### src/hw/ccpb_defs.svh
// Constants for the codec clock and power bring-up sequencer
`ifndef CCPB_DEFS_SVH
`define CCPB_DEFS_SVH

// Clock rate
`define CCPB_CLK_KHZ 100000
`define CCPB_CLK_PERIOD_NS 10

// Least low time of the power-down pin, and its count rounded up
`define CCPB_RESET_LOW_NS 150
`define CCPB_RESET_LOW_CYC ((`CCPB_RESET_LOW_NS + `CCPB_CLK_PERIOD_NS - 1) / `CCPB_CLK_PERIOD_NS)

// Longest lock times per reference, in ms
`define CCPB_LOCK_MCLK_MS 40
`define CCPB_LOCK_FRAME_MS 160
`define CCPB_LOCK_BIT_MS 2

// Reference select codes
`define CCPB_REF_MCLK 2'h0
`define CCPB_REF_FRAME 2'h1
`define CCPB_REF_BIT 2'h2

// Initialisation cycle length in sample periods
`define CCPB_ADC_INIT_FS 11'h423

// Input volume reset value, +30dB
`define CCPB_GAIN_DEFAULT 8'he1
`define CCPB_GAIN_MAX 8'hff
`define CCPB_GAIN_MIN 8'h00

// Clock activity window, in cycles since the last rising edge
`define CCPB_ACT_WINDOW_CYC 10'h3ff

// Divider taps: master clock after and before lock, bit clock, frame clock
`define CCPB_TAP_MCLK_OK 0
`define CCPB_TAP_MCLK_BAD 2
`define CCPB_TAP_BIT 1
`define CCPB_TAP_FRAME_64 7
`define CCPB_TAP_FRAME_32 6

`endif

### src/hw/ccpb_pkg.sv
// Types for the codec clock and power bring-up sequencer
package ccpb_pkg;

  typedef enum logic [2:0] {
    CCPB_EXT_SLAVE = 3'h0,
    CCPB_EXT_MASTER = 3'h1,
    CCPB_PLL_MASTER = 3'h2,
    CCPB_PLL_SLAVE_FRAME = 3'h3,
    CCPB_PLL_SLAVE_BIT = 3'h4,
    CCPB_PLL_SLAVE_MCLK = 3'h5
  } ccpb_mode_t;

  typedef enum logic [1:0] {
    CCPB_LK_OFF = 2'h0,
    CCPB_LK_WAIT = 2'h1,
    CCPB_LK_LOCKED = 2'h2
  } ccpb_lock_t;

endpackage : ccpb_pkg
### src/hw/ccpb_activity.sv
// Pin clock synchroniser with edge detect and presence window
`timescale 1ns/1ns
`include "ccpb_defs.svh"

module ccpb_activity #(
  parameter int CW = 10
) (
  input wire logic clk_i,
  input wire logic rstn_i,
  input wire logic pin_i,
  output logic rise_o,
  output logic present_o
);

  logic sync_a;
  logic sync_b;
  logic last;
  logic [CW-1:0] idle;

  // Two stages; only the second stage feeds the edge detector
  always_ff @(posedge clk_i or negedge rstn_i) begin
    if (!rstn_i) begin
      sync_a <= 1'b0;
      sync_b <= 1'b0;
      last <= 1'b0;
    end else begin
      sync_a <= pin_i;
      sync_b <= sync_a;
      last <= sync_b;
    end
  end

  assign rise_o = sync_b & ~last;

  // Idle counter saturates; a stopped clock drops presence
  always_ff @(posedge clk_i or negedge rstn_i) begin
    if (!rstn_i) begin
      idle <= `CCPB_ACT_WINDOW_CYC;
    end else if (rise_o) begin
      idle <= '0;
    end else if (idle != `CCPB_ACT_WINDOW_CYC) begin
      idle <= idle + 1'b1;
    end
  end

  assign present_o = (idle != `CCPB_ACT_WINDOW_CYC);

endmodule : ccpb_activity

### src/hw/ccpb_clock_power.sv
// Codec clock and power bring-up sequencer, top level
//
// Behaviour
// - PLL master lock within 40ms
// - PLL master: frame/bit clocks after lock
// - Master clock out invalid before lock
// - Slave lock: frame 160ms, bit 2ms
// - Slave master-clock reference lock within 40ms
// - External slave: normal once all clocks
// - External master: clocks driven after master select
// - ADC initialisation lasts 1059 sample periods
// - Level control starts from +30dB
// - Level control idle while ADC down
// - Gain retained across ADC power down
// - DAC samples are two's complement
// - Power-down resets all control state
// - PLL enable selects PLL clock mode
`timescale 1ns/1ns
`include "ccpb_defs.svh"

module ccpb_clock_power #(
  parameter int LOCK_MCLK_CYC = `CCPB_LOCK_MCLK_MS * `CCPB_CLK_KHZ,
  parameter int LOCK_FRAME_CYC = `CCPB_LOCK_FRAME_MS * `CCPB_CLK_KHZ,
  parameter int LOCK_BIT_CYC = `CCPB_LOCK_BIT_MS * `CCPB_CLK_KHZ
) (
  input wire logic CLK_I,
  input wire logic RSTN_I,
  input wire logic COMMON_BIAS_ENABLE_I,
  input wire logic PLL_POWER_ENABLE_I,
  input wire logic MASTER_CLOCK_OUT_ENABLE_I,
  input wire logic MASTER_SELECT_I,
  input wire logic [1:0] PLL_REFERENCE_SEL_I,
  input wire logic BIT_CLOCK_RATE_SEL_I,
  input wire logic ADC_LEFT_POWER_I,
  input wire logic ADC_RIGHT_POWER_I,
  input wire logic AUTO_LEVEL_ENABLE_I,
  input wire logic GAIN_UP_I,
  input wire logic GAIN_DOWN_I,
  input wire logic GAIN_WRITE_I,
  input wire logic [7:0] GAIN_VALUE_I,
  input wire logic [15:0] DAC_SAMPLE_I,
  input wire logic MASTER_CLOCK_INPUT_I,
  input wire logic FRAME_CLOCK_I,
  input wire logic BIT_CLOCK_I,
  output logic MASTER_CLOCK_O,
  output logic MASTER_CLOCK_OE_O,
  output logic FRAME_CLOCK_O,
  output logic FRAME_CLOCK_OE_O,
  output logic BIT_CLOCK_O,
  output logic BIT_CLOCK_OE_O,
  output logic [2:0] CLOCK_MODE_O,
  output logic LOCK_VALID_O,
  output logic NORMAL_OPERATION_O,
  output logic ADC_INIT_BUSY_O,
  output logic ADC_DATA_VALID_O,
  output logic AUTO_LEVEL_ACTIVE_O,
  output logic [7:0] INPUT_VOLUME_GAIN_O,
  output logic [15:0] DAC_LEVEL_O
);

  logic mclk_present;
  logic frame_rise;
  logic frame_present;
  logic bit_present;
  ccpb_pkg::ccpb_mode_t mode;
  ccpb_pkg::ccpb_lock_t lock_state;
  ccpb_pkg::ccpb_lock_t next_lock_state;
  logic [27:0] lock_cnt;
  logic [27:0] lock_limit;
  logic ref_present;
  logic pll_run;
  logic locked;
  logic [7:0] div;
  logic drive_clocks;
  logic int_frame;
  logic int_frame_last;
  logic sample_tick;
  logic adc_on;
  logic adc_on_last;
  logic [10:0] init_cnt;
  logic init_busy;
  logic alc_active;
  logic [7:0] gain;
  logic mclk_out;
  logic frame_out;
  logic bit_out;
  logic [15:0] dac_level;

  // Pin clocks enter through two flops each before any logic
  ccpb_activity #(.CW(10)) u_act_mclk (
    .clk_i(CLK_I),
    .rstn_i(RSTN_I),
    .pin_i(MASTER_CLOCK_INPUT_I),
    .rise_o(),
    .present_o(mclk_present)
  );

  ccpb_activity #(.CW(10)) u_act_frame (
    .clk_i(CLK_I),
    .rstn_i(RSTN_I),
    .pin_i(FRAME_CLOCK_I),
    .rise_o(frame_rise),
    .present_o(frame_present)
  );

  ccpb_activity #(.CW(10)) u_act_bit (
    .clk_i(CLK_I),
    .rstn_i(RSTN_I),
    .pin_i(BIT_CLOCK_I),
    .rise_o(),
    .present_o(bit_present)
  );

  // Mode decode: PLL enable picks PLL or external clocking
  assign mode = !PLL_POWER_ENABLE_I ?
      (MASTER_SELECT_I ? ccpb_pkg::CCPB_EXT_MASTER : ccpb_pkg::CCPB_EXT_SLAVE) :
      MASTER_SELECT_I ? ccpb_pkg::CCPB_PLL_MASTER :
      (PLL_REFERENCE_SEL_I == `CCPB_REF_FRAME) ? ccpb_pkg::CCPB_PLL_SLAVE_FRAME :
      (PLL_REFERENCE_SEL_I == `CCPB_REF_BIT) ? ccpb_pkg::CCPB_PLL_SLAVE_BIT :
      ccpb_pkg::CCPB_PLL_SLAVE_MCLK;

  // Lock bound and reference presence follow the selected reference
  assign lock_limit = (mode == ccpb_pkg::CCPB_PLL_SLAVE_FRAME) ? LOCK_FRAME_CYC[27:0] :
      (mode == ccpb_pkg::CCPB_PLL_SLAVE_BIT) ? LOCK_BIT_CYC[27:0] :
      LOCK_MCLK_CYC[27:0];
  assign ref_present = (mode == ccpb_pkg::CCPB_PLL_SLAVE_FRAME) ? frame_present :
      (mode == ccpb_pkg::CCPB_PLL_SLAVE_BIT) ? bit_present : mclk_present;
  // Nothing runs without common bias; PLL also needs its reference
  assign pll_run = COMMON_BIAS_ENABLE_I & PLL_POWER_ENABLE_I & ref_present;

  // Lock sequencer: timeout to the worst-case lock time
  always_comb begin
    next_lock_state = lock_state;
    case (lock_state)
      ccpb_pkg::CCPB_LK_OFF: begin
        if (pll_run) begin
          next_lock_state = ccpb_pkg::CCPB_LK_WAIT;
        end
      end
      ccpb_pkg::CCPB_LK_WAIT: begin
        if (!pll_run) begin
          next_lock_state = ccpb_pkg::CCPB_LK_OFF;
        end else if (lock_cnt >= lock_limit - 28'h1) begin
          next_lock_state = ccpb_pkg::CCPB_LK_LOCKED;
        end
      end
      ccpb_pkg::CCPB_LK_LOCKED: begin
        if (!pll_run) begin
          next_lock_state = ccpb_pkg::CCPB_LK_OFF;
        end
      end
      default: begin
        next_lock_state = ccpb_pkg::CCPB_LK_OFF;
      end
    endcase
  end

  // Counter clears whenever lock is lost, so a new wait starts fresh
  always_ff @(posedge CLK_I or negedge RSTN_I) begin
    if (!RSTN_I) begin
      lock_state <= ccpb_pkg::CCPB_LK_OFF;
      lock_cnt <= '0;
    end else begin
      lock_state <= next_lock_state;
      lock_cnt <= (next_lock_state == ccpb_pkg::CCPB_LK_WAIT) ? lock_cnt + 28'h1 : '0;
    end
  end

  assign locked = (lock_state == ccpb_pkg::CCPB_LK_LOCKED);

  // Free divider from the core clock stands in for the PLL output
  always_ff @(posedge CLK_I or negedge RSTN_I) begin
    if (!RSTN_I) begin
      div <= '0;
    end else begin
      div <= div + 8'h01;
    end
  end

  // Which party drives frame and bit clocks
  assign drive_clocks = COMMON_BIAS_ENABLE_I &
      (((mode == ccpb_pkg::CCPB_PLL_MASTER) & locked) |
       ((mode == ccpb_pkg::CCPB_EXT_MASTER) & mclk_present));
  assign int_frame = BIT_CLOCK_RATE_SEL_I ? div[`CCPB_TAP_FRAME_64] : div[`CCPB_TAP_FRAME_32];
  // Wrong tap before lock is the deliberately invalid frequency
  assign mclk_out = locked ? div[`CCPB_TAP_MCLK_OK] : div[`CCPB_TAP_MCLK_BAD];
  assign frame_out = drive_clocks & int_frame;
  assign bit_out = drive_clocks & div[`CCPB_TAP_BIT];

  // Clock pins come from flops to avoid glitches on the gating
  always_ff @(posedge CLK_I or negedge RSTN_I) begin
    if (!RSTN_I) begin
      MASTER_CLOCK_O <= 1'b0;
      MASTER_CLOCK_OE_O <= 1'b0;
      FRAME_CLOCK_O <= 1'b0;
      FRAME_CLOCK_OE_O <= 1'b0;
      BIT_CLOCK_O <= 1'b0;
      BIT_CLOCK_OE_O <= 1'b0;
    end else begin
      MASTER_CLOCK_O <= MASTER_CLOCK_OUT_ENABLE_I & pll_run & mclk_out;
      MASTER_CLOCK_OE_O <= MASTER_CLOCK_OUT_ENABLE_I & pll_run;
      FRAME_CLOCK_O <= frame_out;
      FRAME_CLOCK_OE_O <= drive_clocks;
      BIT_CLOCK_O <= bit_out;
      BIT_CLOCK_OE_O <= drive_clocks;
    end
  end

  // Normal operation per mode
  always_ff @(posedge CLK_I or negedge RSTN_I) begin
    if (!RSTN_I) begin
      NORMAL_OPERATION_O <= 1'b0;
      LOCK_VALID_O <= 1'b0;
      CLOCK_MODE_O <= ccpb_pkg::CCPB_EXT_SLAVE;
    end else begin
      LOCK_VALID_O <= locked;
      CLOCK_MODE_O <= mode;
      case (mode)
        ccpb_pkg::CCPB_EXT_SLAVE: begin
          NORMAL_OPERATION_O <= COMMON_BIAS_ENABLE_I & mclk_present &
              frame_present & bit_present;
        end
        ccpb_pkg::CCPB_EXT_MASTER: begin
          NORMAL_OPERATION_O <= drive_clocks;
        end
        ccpb_pkg::CCPB_PLL_MASTER: begin
          NORMAL_OPERATION_O <= drive_clocks;
        end
        default: begin
          // Bias gate too: lock state trails a bias drop by one edge
          NORMAL_OPERATION_O <= COMMON_BIAS_ENABLE_I & locked;
        end
      endcase
    end
  end

  // Sample tick: internal frame when driving, else the frame pin
  always_ff @(posedge CLK_I or negedge RSTN_I) begin
    if (!RSTN_I) begin
      int_frame_last <= 1'b0;
      adc_on_last <= 1'b0;
    end else begin
      int_frame_last <= frame_out;
      adc_on_last <= adc_on;
    end
  end

  assign sample_tick = drive_clocks ? (frame_out & ~int_frame_last) : frame_rise;
  assign adc_on = COMMON_BIAS_ENABLE_I & (ADC_LEFT_POWER_I | ADC_RIGHT_POWER_I);

  // Initialisation counts sample periods; a stopped frame clock stalls it
  always_ff @(posedge CLK_I or negedge RSTN_I) begin
    if (!RSTN_I) begin
      init_cnt <= '0;
    end else if (!adc_on) begin
      init_cnt <= '0;
    end else if (!adc_on_last) begin
      init_cnt <= `CCPB_ADC_INIT_FS;
    end else if (sample_tick && init_cnt != 11'h000) begin
      init_cnt <= init_cnt - 11'h001;
    end
  end

  assign init_busy = adc_on & (~adc_on_last | (init_cnt != 11'h000));
  // Level control only with the path up and initialised
  assign alc_active = AUTO_LEVEL_ENABLE_I & adc_on & ~init_busy;

  // Gain starts at +30dB from reset and is kept while the ADC is down
  always_ff @(posedge CLK_I or negedge RSTN_I) begin
    if (!RSTN_I) begin
      gain <= `CCPB_GAIN_DEFAULT;
    end else if (alc_active) begin
      if (GAIN_DOWN_I && gain != `CCPB_GAIN_MIN) begin
        gain <= gain - 8'h01;
      end else if (GAIN_UP_I && !GAIN_DOWN_I && gain != `CCPB_GAIN_MAX) begin
        gain <= gain + 8'h01;
      end
    end else if (GAIN_WRITE_I && !AUTO_LEVEL_ENABLE_I) begin
      gain <= GAIN_VALUE_I;
    end
  end

  // Two's complement to offset binary: 7fff top, 8000 bottom
  assign dac_level = {~DAC_SAMPLE_I[15], DAC_SAMPLE_I[14:0]};

  always_ff @(posedge CLK_I or negedge RSTN_I) begin
    if (!RSTN_I) begin
      ADC_INIT_BUSY_O <= 1'b0;
      ADC_DATA_VALID_O <= 1'b0;
      AUTO_LEVEL_ACTIVE_O <= 1'b0;
      INPUT_VOLUME_GAIN_O <= `CCPB_GAIN_DEFAULT;
      DAC_LEVEL_O <= '0;
    end else begin
      ADC_INIT_BUSY_O <= init_busy;
      ADC_DATA_VALID_O <= adc_on & ~init_busy;
      AUTO_LEVEL_ACTIVE_O <= alc_active;
      INPUT_VOLUME_GAIN_O <= gain;
      DAC_LEVEL_O <= dac_level;
    end
  end

endmodule : ccpb_clock_power

### config.mk
export PLATFORM = sky130hd
export DESIGN_NAME = ccpb_clock_power
export DESIGN_NICKNAME = d
export VERILOG_FILES = /design/src/hw/ccpb_pkg.sv /design/src/hw/ccpb_activity.sv /design/src/hw/ccpb_clock_power.sv
export VERILOG_INCLUDE_DIRS = /design/src /design/src/hw
export SDC_FILE = /design/constraint.sdc
export NUM_CORES = 1
export LEC_CHECK = 0
export BUFFER_PORTS_ARGS = -buffer_cell sky130_fd_sc_hd__buf_4
export CAP_MARGIN = 15
export CELL_PAD_IN_SITES_DETAIL_PLACEMENT = 0
export CELL_PAD_IN_SITES_GLOBAL_PLACEMENT = 1
export CORE_MARGIN = 10
export CORE_UTILIZATION = 49
export CTS_CLUSTER_DIAMETER = 100
export DETAILED_ROUTE_END_ITERATION = 16
export GPL_TIMING_DRIVEN = 1
export PLACE_DENSITY_LB_ADDON = 0.1
export SETUP_SLACK_MARGIN = 0.4
export SYNTH_ARGS = -nofsm -noshare
export SYNTH_HDL_FRONTEND = slang
export SYNTH_HIERARCHICAL = 1
export SYNTH_SLANG_ARGS = --single-unit
### constraint.sdc
create_clock -name CLK_I -period 7 [get_ports CLK_I]
set_input_delay 1.4 -clock CLK_I [delete_from_list [all_inputs] [get_ports CLK_I]]
set_output_delay 1.4 -clock CLK_I [all_outputs]
set_load 0.01 [all_outputs]
==> Implementation_results.wiki <==
{| class="wikitable"
! Metric !! Value
|-
| Post-route total power || just over 2 mW
|-
| Final critical-path share of the clock period || 53.09%
|-
| Detailed-route via count || ~4800
|-
| Full die area || 18140 µm²
|-
| Sequential-to-total area share from yosys stat || a little over half
|-
| Worst-path cell with the longest stage delay || sky130_fd_sc_hd__a311o_1
|-
| RePlAce Congestion || 0.8340
|-
| Startpoint type of the worst setup path || primary input
|-
| Core area || 12770 µm²
|-
| Nets in the synthesized netlist || 680
|-
| Total routing resource utilization after global routing || about 16%
|-
| Data required time at the worst endpoint || roughly 7300 ps
|-
| Flop and latch count out of synthesis || 134
|-
| Cell area after layout || 7845 µm²
|-
| Final hold vios || 0
|-
| Mapped Avg Cell Area || 10.58 µm²
|-
| First-pass GRT wire length || about 23000 µm
|-
| Number of fillers in the final layout || 1051
|-
| Number of antenna violations at the first check in global routing || 0
|-
| Library cell occupying the most area in the post-synthesis netlist || sky130_fd_sc_hd__dfrtp_1
|-
| Routed Antenna Nets || 0
|-
| Util after Layout || between 60% and 70%
|-
| Outcome || finished clean
|-
| Worst-case hold slack || around 350 ps
|-
| Total negative setup slack || 0 ps
|-
| Ordered cell list for the critical path || buf_4 -> and2b_1 -> nand2_1 -> inv_1 -> nor2_1 -> inv_1 -> ha_1 -> nand4_1 -> nor2_1 -> nor3_1 -> o31ai_1 -> a311o_1 -> buf_4 -> nor2_1
|-
| Detailed-routing iteration count for the pre-antenna-repair pass || 4
|-
| Hold Buf Count CTS || 0
|-
| Chip width || 134.7 µm
|-
| Cts repair resizes || 0
|-
| Slowest stage delay, CP || 460 ps
|-
| Unique masters post-synth || 60
|-
| Post-detailed-route wirelength per cell || 15.28 µm
|-
| Hold path start || u_act_frame/sync_a
|-
| Type of the tightest min-delay check || reg2reg
|-
| Pre-CTS worst setup slack || 2859 ps
|-
| Count of flip-flops with a built-in enable after synthesis || 0
|-
| Time the final worst path needs with I/O delays and setup || 3716 ps
|-
| Max Cap Violations || 0
|-
| Final nets || 772
|-
| Worst-case setup margin in the final layout || around 3300 ps
|-
| CTS tree || done
|-
| CTS H-tree lvls || 4
|-
| Number of post-CTS setup repair buffers || 0
|-
| Initial Util || 50.46%
|-
| Async S/R FF share, synth || between 90% and 100%
|-
| Leakage || 3.513 nW
|-
| Highest clock rate || approximately 270 MHz
|-
| Largest cells by area after synthesis || sky130_fd_sc_hd__dfrtp_1 (37%), sky130_fd_sc_hd__dfstp_2 (15%), sky130_fd_sc_hd__ha_1 (5.4%)
|-
| Top FF cell, synth || sky130_fd_sc_hd__dfrtp_1
|-
| Power density relative to cell area || between 200 and 300 nW/µm²
|-
| Arrival time at the worst endpoint || about 4000 ps
|-
| Area after detailed placement || 7234 µm²
|-
| Detailed Place HPWL || 9868 µm
|-
| Startpoint of the lowest-slack register-to-register path || u_act_mclk/idle[0]
|-
| Footprint of the multi-input gates || 2868 µm²
|-
| Most frequent cell on the critical path || sky130_fd_sc_hd__nor2_1
|-
| Antenna cell count || 0
|-
| Overall overflow remaining after global route || 0
|-
| CP Launch Point || PLL_POWER_ENABLE_I
|-
| Cells after synthesis || 609
|-
| Detailed-route wire length || 13540 µm
|-
| Share of Yosys cell area claimed by the top area cell type || a little under two fifths
|-
| Iteration-0 DRC Markers || 250
|-
| Number of warning messages in the yosys log || 6
|-
| Final standard cell count with taps included and fillers excluded || 886
|-
| Area growth from synthesis to layout || 21.72%
|-
| Number of max-slew violations in the final report || 0
|-
| Critical path buffers and inverters || 4
|-
| Actual transition at the worst max-transition pin || 779.4 ps
|-
| Dpl cells || 854
|-
| Post-route DRC || 0
|-
| Peak supply drop || 0.1779 mV
|-
| Num CTS Buffers || 17
|-
| Number of buffers on the longest clock path || 2
|-
| Root buf cell || sky130_fd_sc_hd__clkbuf_16
|-
| Critical path peak fanout || 19
|-
| Skew-Pair Late Insertion Delay || 420 ps
|-
| Routed via count divided by cell count || 5.401
|-
| Clock sinks || 134
|-
| Post-synthesis cell area || ~6400 µm²
|-
| Final Skew || approximately 12 ps
|-
| Family with the most delay on the worst path || simple AND/OR/NAND/NOR gates
|-
| Count of port buffers added during placement || slightly below 80
|-
| Vias in the first global route || 4881
|-
| Slew margin rel. || 46.55%
|-
| Final Setup Violations || 0
|-
| Unrepaired setup endpoints after global routing || false
|-
| Crit path capture type || flip-flop
|-
| Clock transition at the registers of the reported paths || 60 ps
|-
| Number of ports placed on the die boundary || 80
|-
| FF/Latch Area || 3401 µm²
|-
| Chip height || 134.7 µm
|-
| Total number of placement rows || 41
|-
| Maximum number of pins on one net before global-route repair || 76
|-
| Fraction of layout instances using a drive strength above 1 || 25.91%
|-
| Type of the worst setup path || in2reg
|}
## area by class of cell
type | count | share of cell area, %
Clock inverter | 9 | 1.563
Multi-Input combinational cell | 433 | 36.56
Inverter | 31 | 1.483
Clock buffer | 23 | 6.220
Sequential cell | 134 | 43.35
Timing Repair Buffer | 84 | 8.086
Tap cell | 172 | 2.743
## worst reg2reg max path: cells and delay by family (launching register included)
kind,cells,cell delay [ps]
simple gates,4,750
mux,1,730
compound gates,2,510
flops,1,390
fa+ha+maj,1,250
xor+xnor,1,190
buf+inv,1,130
## layer usage
layer  global-route usage [%]  vias to the layer above  wire length (µm)
li1                         -                     2356                 -
met1                    19.18                     2303              5957
met2                    24.37                      106              6309
met3                    6.788                       20              1002
met4                    6.832                        0               268
met5                        0                        -                 0
## logic make-up (layout without fill, tap and decap cells)
family / Yosys count / after routing / synth area share (%)
AO/OA/AOI/OAI: 102 / 102 / 9.940
XOR/XNOR: 45 / 45 / 6.115
adder cells (fa/ha/maj): 29 / 29 / 5.747
flip-flops: 134 / 134 / 52.77
buffers and inverters: 42 / 147 / 2.737
AND/OR/NAND/NOR: 239 / 239 / 19.96
multiplexers: 17 / 17 / 2.679
other: 1 / 1 / 0.05819
## power by group
part           total (mW)  internal [mW]  switching [mW]
sequential          0.907          0.854          0.0532
clock               0.910          0.594           0.316
combinational       0.225          0.105           0.120
total                2.04           1.55           0.489
## placed cells by master, fill, tap and decap left out, types with 3 or more instances in the layout
cell type	Yosys	layout
sky130_fd_sc_hd__a211oi_1	10	10
sky130_fd_sc_hd__a211oi_2	3	3
sky130_fd_sc_hd__a21oi_1	23	23
sky130_fd_sc_hd__a31oi_1	18	18
sky130_fd_sc_hd__and2_1	6	6
sky130_fd_sc_hd__and3_1	16	16
sky130_fd_sc_hd__and3_2	3	3
sky130_fd_sc_hd__and3_4	3	3
sky130_fd_sc_hd__and4_1	8	8
sky130_fd_sc_hd__and4_2	3	3
sky130_fd_sc_hd__buf_4	1	83
sky130_fd_sc_hd__bufinv_16	0	3
sky130_fd_sc_hd__clkbuf_16	0	17
sky130_fd_sc_hd__clkbuf_8	0	4
sky130_fd_sc_hd__clkinv_2	0	5
sky130_fd_sc_hd__dfrtp_1	96	96
sky130_fd_sc_hd__dfstp_2	38	38
sky130_fd_sc_hd__ha_1	28	28
sky130_fd_sc_hd__inv_1	25	25
sky130_fd_sc_hd__inv_2	5	5
sky130_fd_sc_hd__mux2i_1	15	15
sky130_fd_sc_hd__nand2_1	47	47
sky130_fd_sc_hd__nand2b_1	9	9
sky130_fd_sc_hd__nand3_1	21	21
sky130_fd_sc_hd__nand4_1	14	14
sky130_fd_sc_hd__nor2_1	48	48
sky130_fd_sc_hd__nor2_2	6	6
sky130_fd_sc_hd__nor2b_1	9	9
sky130_fd_sc_hd__nor3_1	15	15
sky130_fd_sc_hd__nor4_1	7	7
sky130_fd_sc_hd__o21a_1	3	3
sky130_fd_sc_hd__o21ai_0	28	28
sky130_fd_sc_hd__or2_2	3	3
sky130_fd_sc_hd__or3_1	10	10
sky130_fd_sc_hd__or4_1	3	3
sky130_fd_sc_hd__xnor2_1	27	27
sky130_fd_sc_hd__xor2_1	18	18
## path summary, 6_finish.rpt
check / to / slack [ps] / depth (start not counted)
worst max-delay path: lock_cnt[18] / 3280 / 14
worst min-delay path: u_act_frame/sync_b / 350 / 0
worst max register to register: init_cnt[0] / 3890 / 10
worst min register to register: u_act_frame/sync_b / 350 / 0
max in group asynchronous: lock_state[1] / 4810 / 2
min in group asynchronous: u_act_bit/sync_b / 1010 / 1
## state kept, by name, summed over array words and instances (netlist names), 2 cells and up
name and count:
CLOCK_MODE_O 3, DAC_LEVEL_O 16, INPUT_VOLUME_GAIN_O 8, div 8
gain 8, init_cnt 11, lock_cnt 28, lock_state 2
u_act_bit/idle 10, u_act_frame/idle 10, u_act_mclk/idle 10
## Yosys cell counts, drive strengths merged (8+ instances only)
| cell type | instances |
|---|---|
| a211oi | 13 |
| a21oi | 23 |
| a31oi | 18 |
| and3 | 22 |
| and4 | 11 |
| clkbuf | 8 |
| dfrtp | 96 |
| dfstp | 38 |
| ha | 28 |
| inv | 30 |
| mux2i | 15 |
| nand2 | 48 |
| nand2b | 9 |
| nand3 | 21 |
| nand4 | 14 |
| nor2 | 54 |
| nor2b | 9 |
| nor3 | 16 |
| o21ai | 30 |
| or3 | 10 |
| xnor2 | 27 |
| xor2 | 18 |
(Power assumes the default switching activity.)
